`config.mk`:
```
export PLATFORM = sky130hd
export DESIGN_NAME = lcst_cell
export DESIGN_NICKNAME = d
export VERILOG_FILES = /design/src/design/lcst_pkg.sv /design/src/design/lcst_cell.sv
export SDC_FILE = /design/constraint.sdc
export NUM_CORES = 1
export LEC_CHECK = 0
export BUFFER_PORTS_ARGS = -buffer_cell sky130_fd_sc_hd__buf_2
export CAP_MARGIN = 20
export CORE_MARGIN = 5
export CORE_UTILIZATION = 38
export CTS_BUF_LIST = sky130_fd_sc_hd__clkbuf_2
export CTS_CLUSTER_DIAMETER = 150
export DETAILED_ROUTE_END_ITERATION = 7
export HOLD_SLACK_MARGIN = 0.12
export PLACE_DENSITY_LB_ADDON = 0.2
export SLEW_MARGIN = 0
export SYNTH_ARGS = -nofsm -noshare
export SYNTH_HDL_FRONTEND = slang
export SYNTH_SLANG_ARGS = --single-unit
export TNS_END_PERCENT = 20
```
`constraint.sdc`:
```
create_clock -name clk -period 1.7 [get_ports clk]
set_input_delay 0 -clock clk [delete_from_list [all_inputs] [get_ports clk]]
set_output_delay 0 -clock clk [all_outputs]
set_load 0.05 [all_outputs]
```
`src/design/lcst_pkg.sv`:
```
// Package of shared constants and carrier types for the logic cell storage.
package lcst_pkg;

   // ----------------------------------------------------------------------
   // Sizes and reset values
   // ----------------------------------------------------------------------
   localparam int         LCST_NUM_ELEM    = 4;
   localparam logic [3:0] LCST_STORE_RESET = 4'h0;
   localparam logic [3:0] LCST_KEEP_RESET  = 4'h0;
   localparam logic [1:0] LCST_SYNC_RESET  = 2'h0;

   // ----------------------------------------------------------------------
   // Configuration carried as one packed word
   // ----------------------------------------------------------------------
   typedef struct packed {
      logic [3:0] latch_mode;    // 1: element is a transparent latch.
      logic [3:0] falling_edge;  // 1: element triggers on the falling edge.
      logic [3:0] clr_disable;   // 1: element ignores the shared clear.
      logic [3:0] ce_unused;     // 1: enable left open, treated as active.
      logic [3:0] src_direct;    // 1: data from direct input, else table.
      logic [3:0] buf_always;    // 1: bus buffer always drives.
      logic       gr_from_node;  // 1: global reset from internal node.
      logic       gr_invert;     // 1: invert the global reset source.
   } lcst_cfg_s;

   // ----------------------------------------------------------------------
   // Long bus line signals of one block
   // ----------------------------------------------------------------------
   typedef struct packed {
      logic [3:0] data;          // Level driven or observed per line.
      logic [3:0] drive;         // Per line: a driver is active.
   } lcst_bus_s;

endpackage
```
`src/design/lcst_cell.sv`:
```
// Storage elements and bus buffers of one programmable logic block.
`timescale 1ns/10ps

// What this block does
// RULE_01: Global reset forces every element to zero.
// RULE_02: Shared active-high clear zeroes elements immediately.
// RULE_03: Per-element setting can disconnect the clear.
// RULE_04: Flip-flop loads data on edge when enabled.
// RULE_05: Latch passes data while clock inactive-low.
// RULE_06: Low shared enable holds every element.
// RULE_07: Unconnected enable behaves as always active.
// RULE_08: Unconnected clear defaults to inactive low.
// RULE_09: Shared clock, per-element edge polarity.
// RULE_10: Clear and enable are never inverted.
// RULE_11: Data source selects table or direct input.
// RULE_12: Four direct inputs feed through to outputs.
// RULE_13: Combinational output always comes from table.
// RULE_14: Global reset from pin or node, invertible.
// RULE_15: Each bus buffer always-drive or three-state.
// RULE_16: Three-state buffers share the block enable.
// RULE_17: Control one floats buffer, zero passes input.
// RULE_18: Weak keeper on lines, drivers override it.
// RULE_19: Undriven line keeps last driven value.
module lcst_cell
(
   input  wire logic               clk,
   input  wire logic               rst,
   input  wire lcst_pkg::lcst_cfg_s cfg,
   input  wire logic               gr_pin,
   input  wire logic               gr_node,
   input  wire logic               shared_clock,
   input  wire logic               clock_enable,
   input  wire logic               async_clear,
   input  wire logic [3:0]         lut_out,
   input  wire logic [3:0]         direct_data_in,
   input  wire logic [3:0]         bus_in,
   input  wire logic               block_output_enable,
   input  wire lcst_pkg::lcst_bus_s bus_other,
   output logic [3:0]              stored_q,
   output logic [3:0]              direct_data_out,
   output logic [3:0]              comb_out,
   output logic [3:0]              bus_out,
   output logic [3:0]              bus_oe,
   output logic [3:0]              bus_kept,
   output logic                    global_reset_net
);
   import lcst_pkg::*;

   // ----------------------------------------------------------------------
   // Declarations
   // ----------------------------------------------------------------------
   logic [1:0] gr_sync;
   logic [1:0] next_gr_sync;
   logic       prev_clock;
   logic       next_prev_clock;
   logic [3:0] q;
   logic [3:0] next_q;
   logic [3:0] keep;
   logic [3:0] next_keep;
   logic [3:0] eff_clock;
   logic [3:0] eff_prev;
   logic [3:0] rise;
   logic [3:0] ce_eff;
   logic [3:0] clr_hit;
   logic [3:0] kill;
   logic [3:0] d_sel;
   logic       gr_src;

   // Element polarity applied to a sampled clock level.
   function automatic logic [3:0] polar(input logic lvl, input logic [3:0] f);
      polar = {4{lvl}} ^ f;
   endfunction

   // ----------------------------------------------------------------------
   // Global reset source
   // ----------------------------------------------------------------------
   // The pin passes two flip-flops before anything looks at it.
   always_comb
   begin
      next_gr_sync = {gr_sync[0], gr_pin};
   end

   // Two stages settle a pin that may change at any moment; only the
   // second stage is read, which costs two cycles of reset latency.
   always_ff @(posedge clk or posedge rst)
   begin
      if (rst)
         gr_sync <= LCST_SYNC_RESET;
      else
         gr_sync <= next_gr_sync;
   end

   // Source choice and optional inversion ahead of the reset network.
   always_comb
   begin
      gr_src = cfg.gr_from_node ? gr_node : gr_sync[1];                 // RULE_14
      global_reset_net = rst | (gr_src ^ cfg.gr_invert);                // RULE_14
   end

   // ----------------------------------------------------------------------
   // Shared controls
   // ----------------------------------------------------------------------
   // Clear and enable enter uninverted; only the active-high sense exists.
   // An open enable is modelled as a per-element tie to active, and an
   // open clear as the element's clear being disconnected.
   always_comb
   begin
      eff_clock = polar(shared_clock, cfg.falling_edge);                // RULE_09
      eff_prev  = polar(prev_clock, cfg.falling_edge);                  // RULE_09
      rise      = eff_clock & ~eff_prev;
      ce_eff    = {4{clock_enable}} | cfg.ce_unused;            // RULE_06 RULE_07 RULE_10
      clr_hit   = {4{async_clear}} & ~cfg.clr_disable;  // RULE_02 RULE_03 RULE_08 RULE_10
      kill      = clr_hit | {4{global_reset_net}};              // RULE_01 RULE_02
      d_sel     = (cfg.src_direct & direct_data_in)
                | (~cfg.src_direct & lut_out);                          // RULE_11
   end

   // ----------------------------------------------------------------------
   // Storage elements
   // ----------------------------------------------------------------------
   // The shared clock is a logic signal sampled on clk; edges are seen
   // one cycle late, which is the price of staying in one clock domain.
   always_comb
   begin
      next_prev_clock = shared_clock;
      next_q = q;
      for (int i = 0; i < LCST_NUM_ELEM; i++)
      begin
         if (kill[i])
            next_q[i] = 1'b0;                                   // RULE_01 RULE_02
         else if (!ce_eff[i])
            next_q[i] = q[i];                                           // RULE_06
         else if (cfg.latch_mode[i])
            next_q[i] = eff_clock[i] ? q[i] : d_sel[i];                 // RULE_05
         else if (rise[i])
            next_q[i] = d_sel[i];                                       // RULE_04
      end
   end

   // Registers only; clear and global reset priority live in next_q, so
   // the asynchronous branch loads nothing but constants.
   always_ff @(posedge clk or posedge rst)
   begin
      if (rst)
      begin
         q          <= LCST_STORE_RESET;
         prev_clock <= 1'b0;
      end
      else
      begin
         q          <= next_q;
         prev_clock <= next_prev_clock;
      end
   end

   // Clear and global reset act at once on the visible output, not only
   // at the next sample, so no stale one escapes during a clear.
   assign stored_q = q & ~kill;                                 // RULE_01 RULE_02

   // ----------------------------------------------------------------------
   // Bypass and combinational outputs
   // ----------------------------------------------------------------------
   // Pure wires: neither path passes through storage, so both follow
   // their inputs in the same cycle whatever the element settings are.
   assign direct_data_out = direct_data_in;                             // RULE_12
   assign comb_out        = lut_out;                                    // RULE_13

   // ----------------------------------------------------------------------
   // Bus buffers and keepers
   // ----------------------------------------------------------------------
   // Only this block's buffers and one lumped view of the other drivers
   // are modelled; two drivers fighting over a line are not resolved.
   // The control is an active-high three-state, i.e. a low enable.
   always_comb
   begin
      bus_out = bus_in;                                                 // RULE_17
      bus_oe  = cfg.buf_always | ~{4{block_output_enable}}; // RULE_15 RULE_16 RULE_17
   end

   // The keeper only follows real drivers, so an idle line never floats.
   always_comb
   begin
      next_keep = keep;
      for (int i = 0; i < LCST_NUM_ELEM; i++)
      begin
         if (bus_oe[i])
            next_keep[i] = bus_out[i];                                  // RULE_18
         else if (bus_other.drive[i])
            next_keep[i] = bus_other.data[i];                           // RULE_18
      end
   end

   // The kept level starts low after power-up; a line that nobody has
   // driven yet therefore reads as zero, not as an unknown.
   always_ff @(posedge clk or posedge rst)
   begin
      if (rst)
         keep <= LCST_KEEP_RESET;
      else
         keep <= next_keep;                                             // RULE_19
   end

   // The kept level is registered, so it trails a new driver by one cycle.
   assign bus_kept = keep;

   for (genvar g = 0; g < LCST_NUM_ELEM; g++)
   begin : g_chk

   end
endmodule

```
; ---- After elaboration in Yosys (flattened, before gate mapping)
; Index checks and enable logic that the tools add are counted.
[classes]
eq_ne = 4
muxes = 29
bitwise = 18
n_reduce_logical = 16
[op_table]
columns = op, count
row1 = two-way mux 1 bit, 29
row2 = bitwise AND 4 bit, 5
row3 = NOT 4 bit, 5
row4 = bitwise OR 4 bit, 4
row5 = nonzero test 2 bit, 8
row6 = != test 3 x 2 -> 1 bit (second input constant), 4
row7 = AND reduction 3 bit, 4
row8 = nonzero test 3 bit, 4
row9 = XOR 4 bit, 2
row10 = bitwise OR 1 bit, 1
row11 = XOR 1 bit, 1
[totals]
register_bits = 11
inputBits = 54
output_inout_bits = 25

; ---- Logic depth before layout (Yosys ltp)
; Gate-level depths: netlist of the first run.
[logic_depth]
ltp_word = 7
ltp_mapped = 5
ltp_nobuf = 4

; ---- Least setup slack after synthesis of the first run
; Ideal clock, no wire load.
[synth_timing]
kind = reg-to-output
startpoint = reg gr_sync[1]
endpoint = out stored_q[0]
t_arrival_ns = 2.009
slack_ns = -0.309
path_stages_with_launch = 4
cell_sequence = dfrtp_1 mux2i_2 mux2i_4 nor3b_1
[synth_between]
elab_chain_len = 6
[synth_rtl]
columns = item, line
row1 = "start, declared", lcst_cell.sv:52  ; logic [1:0] gr_sync;
row2 = "start signal, assigned", lcst_cell.sv:90  ; gr_sync <= next_gr_sync;
row3 = two-way mux 1 bit, lcst_cell.sv:96  ; gr_src = cfg.gr_from_node ? gr_node : gr_sync[1];
row4 = XOR 1 bit, lcst_cell.sv:97  ; global_reset_net = rst | (gr_src ^ cfg.gr_invert);
row5 = bitwise OR 1 bit, lcst_cell.sv:97
row6 = via global_reset_net, lcst_cell.sv:45  ; output logic global_reset_net
row7 = bitwise OR 4 bit, lcst_cell.sv:113  ; kill = clr_hit | {4{global_reset_net}};
row8 = NOT 4 bit, lcst_cell.sv:158  ; assign stored_q = q & ~kill;
row9 = bitwise AND 4 bit, lcst_cell.sv:158
row10 = "end, declared", lcst_cell.sv:39  ; output logic [3:0] stored_q,
; The timed path passes the listed nets, and every way through them passes these cells.

; ---- Worst setup path in the final report of the first run
[layout_timing]
startpoint = reg gr_sync[1]
endpoint = out stored_q[2]
[layout_between]
elab_chain_len = 6
[layout_rtl]
columns = item, line
row1 = two-way mux 1 bit, lcst_cell.sv:96
row2 = XOR 1 bit, lcst_cell.sv:97
row3 = bitwise OR 1 bit, lcst_cell.sv:97
row4 = bitwise OR 4 bit, lcst_cell.sv:113
row5 = NOT 4 bit, lcst_cell.sv:158
row6 = bitwise AND 4 bit, lcst_cell.sv:158
; Every way passes these cells.

==> results.txt, run 1 <==
The run finished with clean final reports. The sequential group share of total power was 0.348. For the worst setup path, the data arrival time is 1580 ps. The worst setup path is captured at a primary output. The core region area is 2210 um^2, and the area of the mapped netlist is 876 um^2. The clock arrives with 8.36 ps of skew. The number of port buffers was 78; the number of synthesized flops with an enable pin was 0.

Wires add up to 2.78 mm. The fraction of layout cells with a size suffix above 1 is 0.492. The total overflow left after global routing is 0.

The power share of the clock group is 0.197, and the share of synthesized registers carrying an async set or reset is 1.00. The tool flagged a number of max-cap violations equal to 0. Final worst-path cycle share: 0.928. The number of global-route vias before repair came out at 1007. Across all setup checks in the final design, the least slack found is 123 ps.

The count of endpoints failing hold in the final timing report was 0. The share of the synthesized area in the top cell type was 0.314; the clock slew seen by the registers of the worst setup and hold paths was 130 ps. Number of max-slew violations in the final report: 0. The most instantiated flip-flop cell in the synthesis netlist was sky130_fd_sc_hd__dfrtp_1. Summed over all cells, the static leakage comes to 0.762 nW. The tools report the starting density of the core as 0.396. The share of total power consumed by net switching is 0.393, and the number of standard cells after synthesis is 95. The startpoint type of the worst setup path is a flip-flop. Yosys mapped the design onto 29 distinct sky130hd cell types. In the synthesized netlist, the cells that appear most often are sky130_fd_sc_hd__buf_4 (12), sky130_fd_sc_hd__dfrtp_1 (11), sky130_fd_sc_hd__nor2_1 (11), sky130_fd_sc_hd__mux2i_1 (7). The tools report the register area share after synthesis as 0.314. Setup repair after global routing left no endpoint under its margin.

Before antenna repair, the detailed router went through 4 iterations. In this run the count of I/O pins placed on the die edge is 79. TritonCTS built the clock tree. The finished cells cover 1470 um^2. The floorplan has 17 rows. After detailed routing, the average wire length per cell comes to 12.9 um. The y dimension of the die is 58.0 um.

The peak ir drop on the vdd network was 306 uV. The number of flip-flops and latches in the synthesized netlist was 11. In the routed layout, each cell is associated on average with a via count of 4.75.

The width of the die is 58.0 um, and the setup violation total in the final timing report is 0. The number of H-tree levels was 1. The total inserted antenna cells was 0. Detailed routing inserted a total of 1021 vias. The first global-routing pass estimated 4.22 mm of wire. Internal power comes to 0.000498 W.

In the final design database the tool counted 242 nets. For this run, design rule violations remaining after detail routing come to 0. After filler insertion, the fill cell instance count of the layout stands at 191. For the pin with the worst max-slew slack, the measured transition is 457 ps. The pin count of the biggest net entering global routing was 17; the number of clock buffers inserted by TritonCTS was 3. For the area of placed instances, the log shows 1200 um^2. For the share of total power in combinational logic, the log shows 0.455. The clock net in this run drives a total of 11 sinks. The maximum clock path buffer count is 2. The path type of the worst setup path is flip-flop to primary output. In this run the power density over the cells is 558 nW/um^2. The tightest min-delay check is of the primary input to flip-flop type. The tree is rooted in a sky130_fd_sc_hd__clkbuf_2. The run gives 0 as the number of antenna violations at the first check in global routing. Timing analysis after detailed placement gives a worst setup slack of 164 ps.

The worst path in the final design needs a cycle of 1580 ps, including I/O delays and setup. Relative to the synthesized area, the layout overhead comes to 67.9%. In the final layout, the multi-input gates occupy 503 um^2.

The logs give 149 for the net count after synthesis and 3370 um^2 for the area enclosed by the die boundary. For the worst setup path, the data required time is 1700 ps. Each instance of the synthesized netlist takes up on average 9.22 um^2.

The top fanout value on the critical path was 9; the clock latency reported for the late side of the worst-skew pair was 270 ps. The most common cell in the synthesized netlist is sky130_fd_sc_hd__buf_4. For this design the total switching power over the nets is 0.000322 W. Timing would allow up to 634 MHz. In this run the post-CTS setup repair buffer count came out at 0. Ranked by total cell area, the synthesized netlist is headed by sky130_fd_sc_hd__dfrtp_1 (31%), sky130_fd_sc_hd__buf_4 (10%), sky130_fd_sc_hd__mux2i_1 (8.0%), sky130_fd_sc_hd__nor3b_2 (5.7%), sky130_fd_sc_hd__nor2_1 (4.7%).

The register area was 275 um^2. The logs give 0 for the number of warnings issued by yosys and 0 for the post-route antenna net violation count. After the first detailed-routing iteration, the DRC count stood at 17. The weighted congestion reported at the end of routability-driven placement came out at 0.734. The biggest area contributor in the post-synthesis netlist is sky130_fd_sc_hd__dfrtp_1. The total routing resource utilization after global routing was 0.161; the worst slew margin relative to its limit was 0.695. The final HPWL from detailed placement was 2.11 mm.
## layout by cell type (no fill, tap or decap), drive strengths merged
cell type | Yosys | routed
buf | 13 | 77
dlygate4sd3 | 0 | 22
nor2 | 11 | 11
dfrtp | 11 | 11
mux2i | 9 | 9
nor3b | 8 | 8
o21ai | 5 | 5
clkbuf | 0 | 5
nand2b | 4 | 4
nand2 | 4 | 4
nor2b | 4 | 4
a21oi | 4 | 4
a211oi | 4 | 4
inv | 3 | 3
nor3 | 3 | 3
mux2 | 2 | 2
and2b | 1 | 1
a21bo | 1 | 1
o32ai | 1 | 1
a2111oi | 1 | 1
nor4b | 1 | 1
and3b | 1 | 1
or3 | 1 | 1
xor2 | 1 | 1
and3 | 1 | 1
nor4 | 1 | 1
dlymetal6s4s | 0 | 1
## sequential cells by signal, summed over array words and instances, names as in the netlist
name / count
prev_clock: 1
gr_sync: 2
q: 4
bus_kept: 4
## power groups by stage
stage / Clock, W / Sequential [W] / Combinational [W]
final: 0.000161 / 0.000285 / 0.000373
after global placement: 0 / 0.000289 / 0.000315
after floorplan: 0 / 0.000318 / 0.000197
after detailed placement: 0 / 0.000290 / 0.000321
after CTS: 0.000163 / 0.000285 / 0.000371
after global routing: 0.000177 / 0.000288 / 0.000399
## critical path: stages, from the launching register on
cell and delay [ps]:
sky130_fd_sc_hd__dfrtp_1 410, sky130_fd_sc_hd__mux2i_4 180, sky130_fd_sc_hd__mux2i_4 400, sky130_fd_sc_hd__nor3b_2 100, sky130_fd_sc_hd__buf_2 220
## final timing paths
path	startpoint	endpoint	slack [ps]	cells after the start
worst max-delay path	gr_sync[1]$_DFF_PP0_	stored_q[2]	120	4
worst min-delay path	cfg[20]	q[2]$_DFFE_PP0P_	140	3
worst max register to register	prev_clock$_DFF_PP0_	q[2]$_DFFE_PP0P_	140	4
worst min register to register	gr_sync[0]$_DFF_PP0_	gr_sync[1]$_DFF_PP0_	380	0
max in group asynchronous	rst	bus_kept[0]$_DFFE_PP0P_	1080	3
min in group asynchronous	rst	q[0]$_DFFE_PP0P_	300	3
## timing repair
action | in CTS | in global routing
endpoints found under the setup margin | 0 | 8
endpoints found under the hold margin | 19 | 0
hold buffers | 24 | 0
gates resized for setup | 0 | 4
## through the flow
step	util	hold slack, ps	cells	TNS (ps)	total power [W]
6_report	0.665	135	215	0	0.000820
5_1_grt	0.665	128	215	0	0.000864
4_1_cts	0.662	127	216	0	0.000819
3_5_place_dp	0.545	51.4	188	0	0.000610
3_3_place_gp	0.545	38.0	188	0	0.000604
2_1_floorplan	-	-148	95	-679	0.000515
## area by class of cell
class,instances,share of cell area
timing repair buffer,101,0.426
multi-input combinational,68,0.342
sequential,11,0.187
tap,28,0.0238
clock buffer,4,0.0136
inverter,3,0.00766
## routing by layer
layer	vias to the layer above	global-route usage	part of all wire
met5	-	0	0
met4	0	0.0861	0.031
met3	8	0.0200	0.072
met2	42	0.319	0.56
met1	460	0.157	0.34
li1	511	-	-
## kinds of logic (layout without fill, tap and decap cells)
kind of cell / count (synthesis) / count (layout) / synth area share
buffers and inverters: 16 / 108 / 0.129
multiplexers: 11 / 11 / 0.147
XOR/XNOR: 1 / 1 / 0.0100
flip-flops: 11 / 11 / 0.314
AND/OR/NAND/NOR: 40 / 40 / 0.283
AO/OA/AOI/OAI: 16 / 16 / 0.117
No activity file was read; power rests on OpenSTA's default activity.
==> run 2, diff against run 1 <==
--- a/config.mk
+++ b/config.mk
@@ -13,6 +13,7 @@
 export CTS_CLUSTER_DIAMETER = 150
 export DETAILED_ROUTE_END_ITERATION = 7
 export HOLD_SLACK_MARGIN = 0.12
+export MAX_ROUTING_LAYER = met4
 export PLACE_DENSITY_LB_ADDON = 0.2
 export SLEW_MARGIN = 0
 export SYNTH_ARGS = -nofsm -noshare
==> run 2 against run 1 <==
Clock skew hardly changed. Sequential cell count is the same. Clock-buffer cell count did not move. Worst setup slack lost 12 ps. Highest routed layer unchanged. Clock power up 4%. Critical path type unchanged. Final area stayed put.
==> results.txt, run 2 (synthesized netlist as in run 1, its figures left out) <==
The run finished with clean final reports. The run gives 0 as the number of antenna violations at the first check in global routing. The cell internal power dissipation was 0.000498 W; the total power density per cell area was 562 nW/um^2. CTS saw 11 sinks. The sequential group share of total power was 0.345; the end-of-flow core utilization was 0.665. Buffers inserted during clock tree synthesis total 3.

Leaving out fill and tap cells, the most frequent cell in the layout is sky130_fd_sc_hd__buf_2. The final global-route overflow total was 0; the starting density of the core was 0.396. Area growth from synthesis to layout: 67.9%.

The routed layout has 1023 vias. The path type of the worst setup path was flip-flop to primary output. The share of total power in combinational logic was 0.452; the cell count after placement was 188. In this run the worst path has a maximum fanout of 9. The finished layout holds 215 standard cells, fillers aside.

Setup repair after global routing left no endpoint under its margin. The endpoint class of the critical path is a primary output. Leaving out fill and tap cells, the most frequent cells in the layout are sky130_fd_sc_hd__buf_2 (77), sky130_fd_sc_hd__dlygate4sd3_1 (22), sky130_fd_sc_hd__nor2_1 (11), sky130_fd_sc_hd__dfrtp_1 (11), sky130_fd_sc_hd__mux2i_1 (7). Setup violations remaining at the end of the flow were counted as 0. Area enclosed by the die boundary: 3370 um^2.

Across the VDD grid, the largest voltage drop is 307 uV. Entering global routing, the biggest net connects 17 pins. In the final timing run, aggregate negative setup slack is 0 ps. For this design the static power due to leakage is 0.762 nW. The tools report the root cell of the clock tree as sky130_fd_sc_hd__clkbuf_2. For the total routing resource utilization after global routing, the log shows 0.166. The number of max-slew violations in the final report was 0; the number of filler cells placed in the layout was 191. 79 I/O pins were placed. The core region is 2210 um^2. The later pin in the worst-skew pair is clocked with a latency of 280 ps. In this run the vertical extent of the chip is 58.0 um. The run gives 0 as the count of endpoints failing hold in the final timing report.

The worst slew margin relative to its limit is 0.703. Data arrives at the worst endpoint at 1590 ps. Clock-pin slew was measured on the worst setup and hold paths at 140 ps. The worst hold path belongs to the class primary input to flip-flop. For this run, the post-layout net count is 242. After detailed routing, the number of remaining DRC violations is 0.

The number of global-route vias before repair was 1005. For the number of maximum-capacitance constraint violations, the log shows 0. The worst setup path is launched from a flip-flop.

The tools report the row count as 17. The worst slack at placement was 164 ps. For the worst flop-to-flop path, the logic depth is 4. The final HPWL from detailed placement came out at 2.11 mm. The run gives 1 as the number of H-tree levels. The count of buffers added on input and output ports is 78. The worst path needs 1590 ps of the cycle, external delays included. For the first-pass detailed-route iteration total, the log shows 3.

From left edge to right edge, the die measures 58.0 um. The final worst-path cycle share is 0.935. The routed wirelength normalized by instance count was 12.9 um; the wire length of the first global-routing pass was 4.24 mm. For the final wirelength, the log shows 2.77 mm.

The fraction of layout cells with a size suffix above 1 is 0.492, and the cell depth of the worst min-delay path is 3. The longest clock path from root to sink contains 2 buffers. In the routed layout, each cell is associated on average with a via count of 4.76. For the least setup slack across all paths after layout, the log shows 111 ps.

Transition time at the pin with the least slew margin: 445 ps. STA puts the critical path data required time at 1700 ps. The share of total power consumed by net switching was 0.398; the number of violations reported at the end of detailed-routing iteration 0 was 17. The repair_antennas step left the layout with diodes totalling 0.

On the final layout, the worst clock skew is 8.80 ps. The total net switching power is 0.000328 W. Routability-driven placement finished with a final weighted congestion of 0.743. The tools report the power share of the clock group as 0.203. The run gives 629 MHz as the maximum achievable frequency.

The post-route antenna net violation count is 0. TritonCTS built the clock tree.
==> run 2: cell counts in the layout (fill, tap and decap cells not counted) <==
Identical to the previous run, type by type.
==> run 2: final timing paths <==
check / startpoint / endpoint / slack (ps)
hold / removal: cfg[20] / q[2]$_DFFE_PP0P_ / 130
max in group asynchronous: rst / bus_kept[0]$_DFFE_PP0P_ / 1100
setup reg to reg: prev_clock$_DFF_PP0_ / q[2]$_DFFE_PP0P_ / 140
min in group asynchronous: rst / gr_sync[0]$_DFF_PP0_ / 280
hold reg to reg: gr_sync[0]$_DFF_PP0_ / gr_sync[1]$_DFF_PP0_ / 380
setup / recovery: gr_sync[1]$_DFF_PP0_ / stored_q[2] / 110
==> run 2: critical path, cell delays in order (launching register included) <==
cell and delay (ps):
sky130_fd_sc_hd__dfrtp_1 410, sky130_fd_sc_hd__mux2i_4 180, sky130_fd_sc_hd__mux2i_4 400, sky130_fd_sc_hd__nor3b_2 100, sky130_fd_sc_hd__buf_2 220
==> run 2: final cells by class <==
cell class / instances / area, um^2 / area share
clock buffers: 4 / 20.0 / 0.0136
well taps: 28 / 35.0 / 0.0238
repair buffers: 101 / 626 / 0.426
inverters: 3 / 11.3 / 0.00766
flip-flops and latches: 11 / 275 / 0.187
multi-input cells: 68 / 503 / 0.342
==> run 2: per-layer routing <==
| layer | track usage | share of wire | vias up |
|---|---|---|---|
| met1 | 0.162 | 0.34 | 469 |
| met4 | 0.0861 | 0.031 | 0 |
| met2 | 0.316 | 0.56 | 36 |
| met5 | - | 0 | - |
| met3 | 0.0200 | 0.068 | 8 |
| li1 | - | - | 510 |
==> run 2: timing repair <==
action	in CTS	in global routing
buffers inserted	0	0
hold buffers	24	0
setup endpoints to repair	0	8
gates resized for setup	0	4
endpoints found under the hold margin	19	0
==> run 2: power groups by stage <==
| stage | Combinational, W | Clock [W] | Sequential, W |
|---|---|---|---|
| 3_5_place_dp | 0.000321 | 0 | 0.000290 |
| 4_1_cts | 0.000371 | 0.000163 | 0.000285 |
| 6_report | 0.000373 | 0.000167 | 0.000285 |
| 3_3_place_gp | 0.000315 | 0 | 0.000289 |
| 5_1_grt | 0.000400 | 0.000179 | 0.000288 |
| 2_1_floorplan | 0.000197 | 0 | 0.000318 |
==> run 2: per-stage QoR <==
stage                     instance area (um^2)  total power [W]  hold slack [ps]
after global placement                    1200         0.000604             38.0
after CTS                                 1470         0.000819              127
after detailed placement                  1200         0.000610             51.4
final                                     1470         0.000826              125
after global routing                      1470         0.000866              123
after floorplan                            881         0.000515             -148
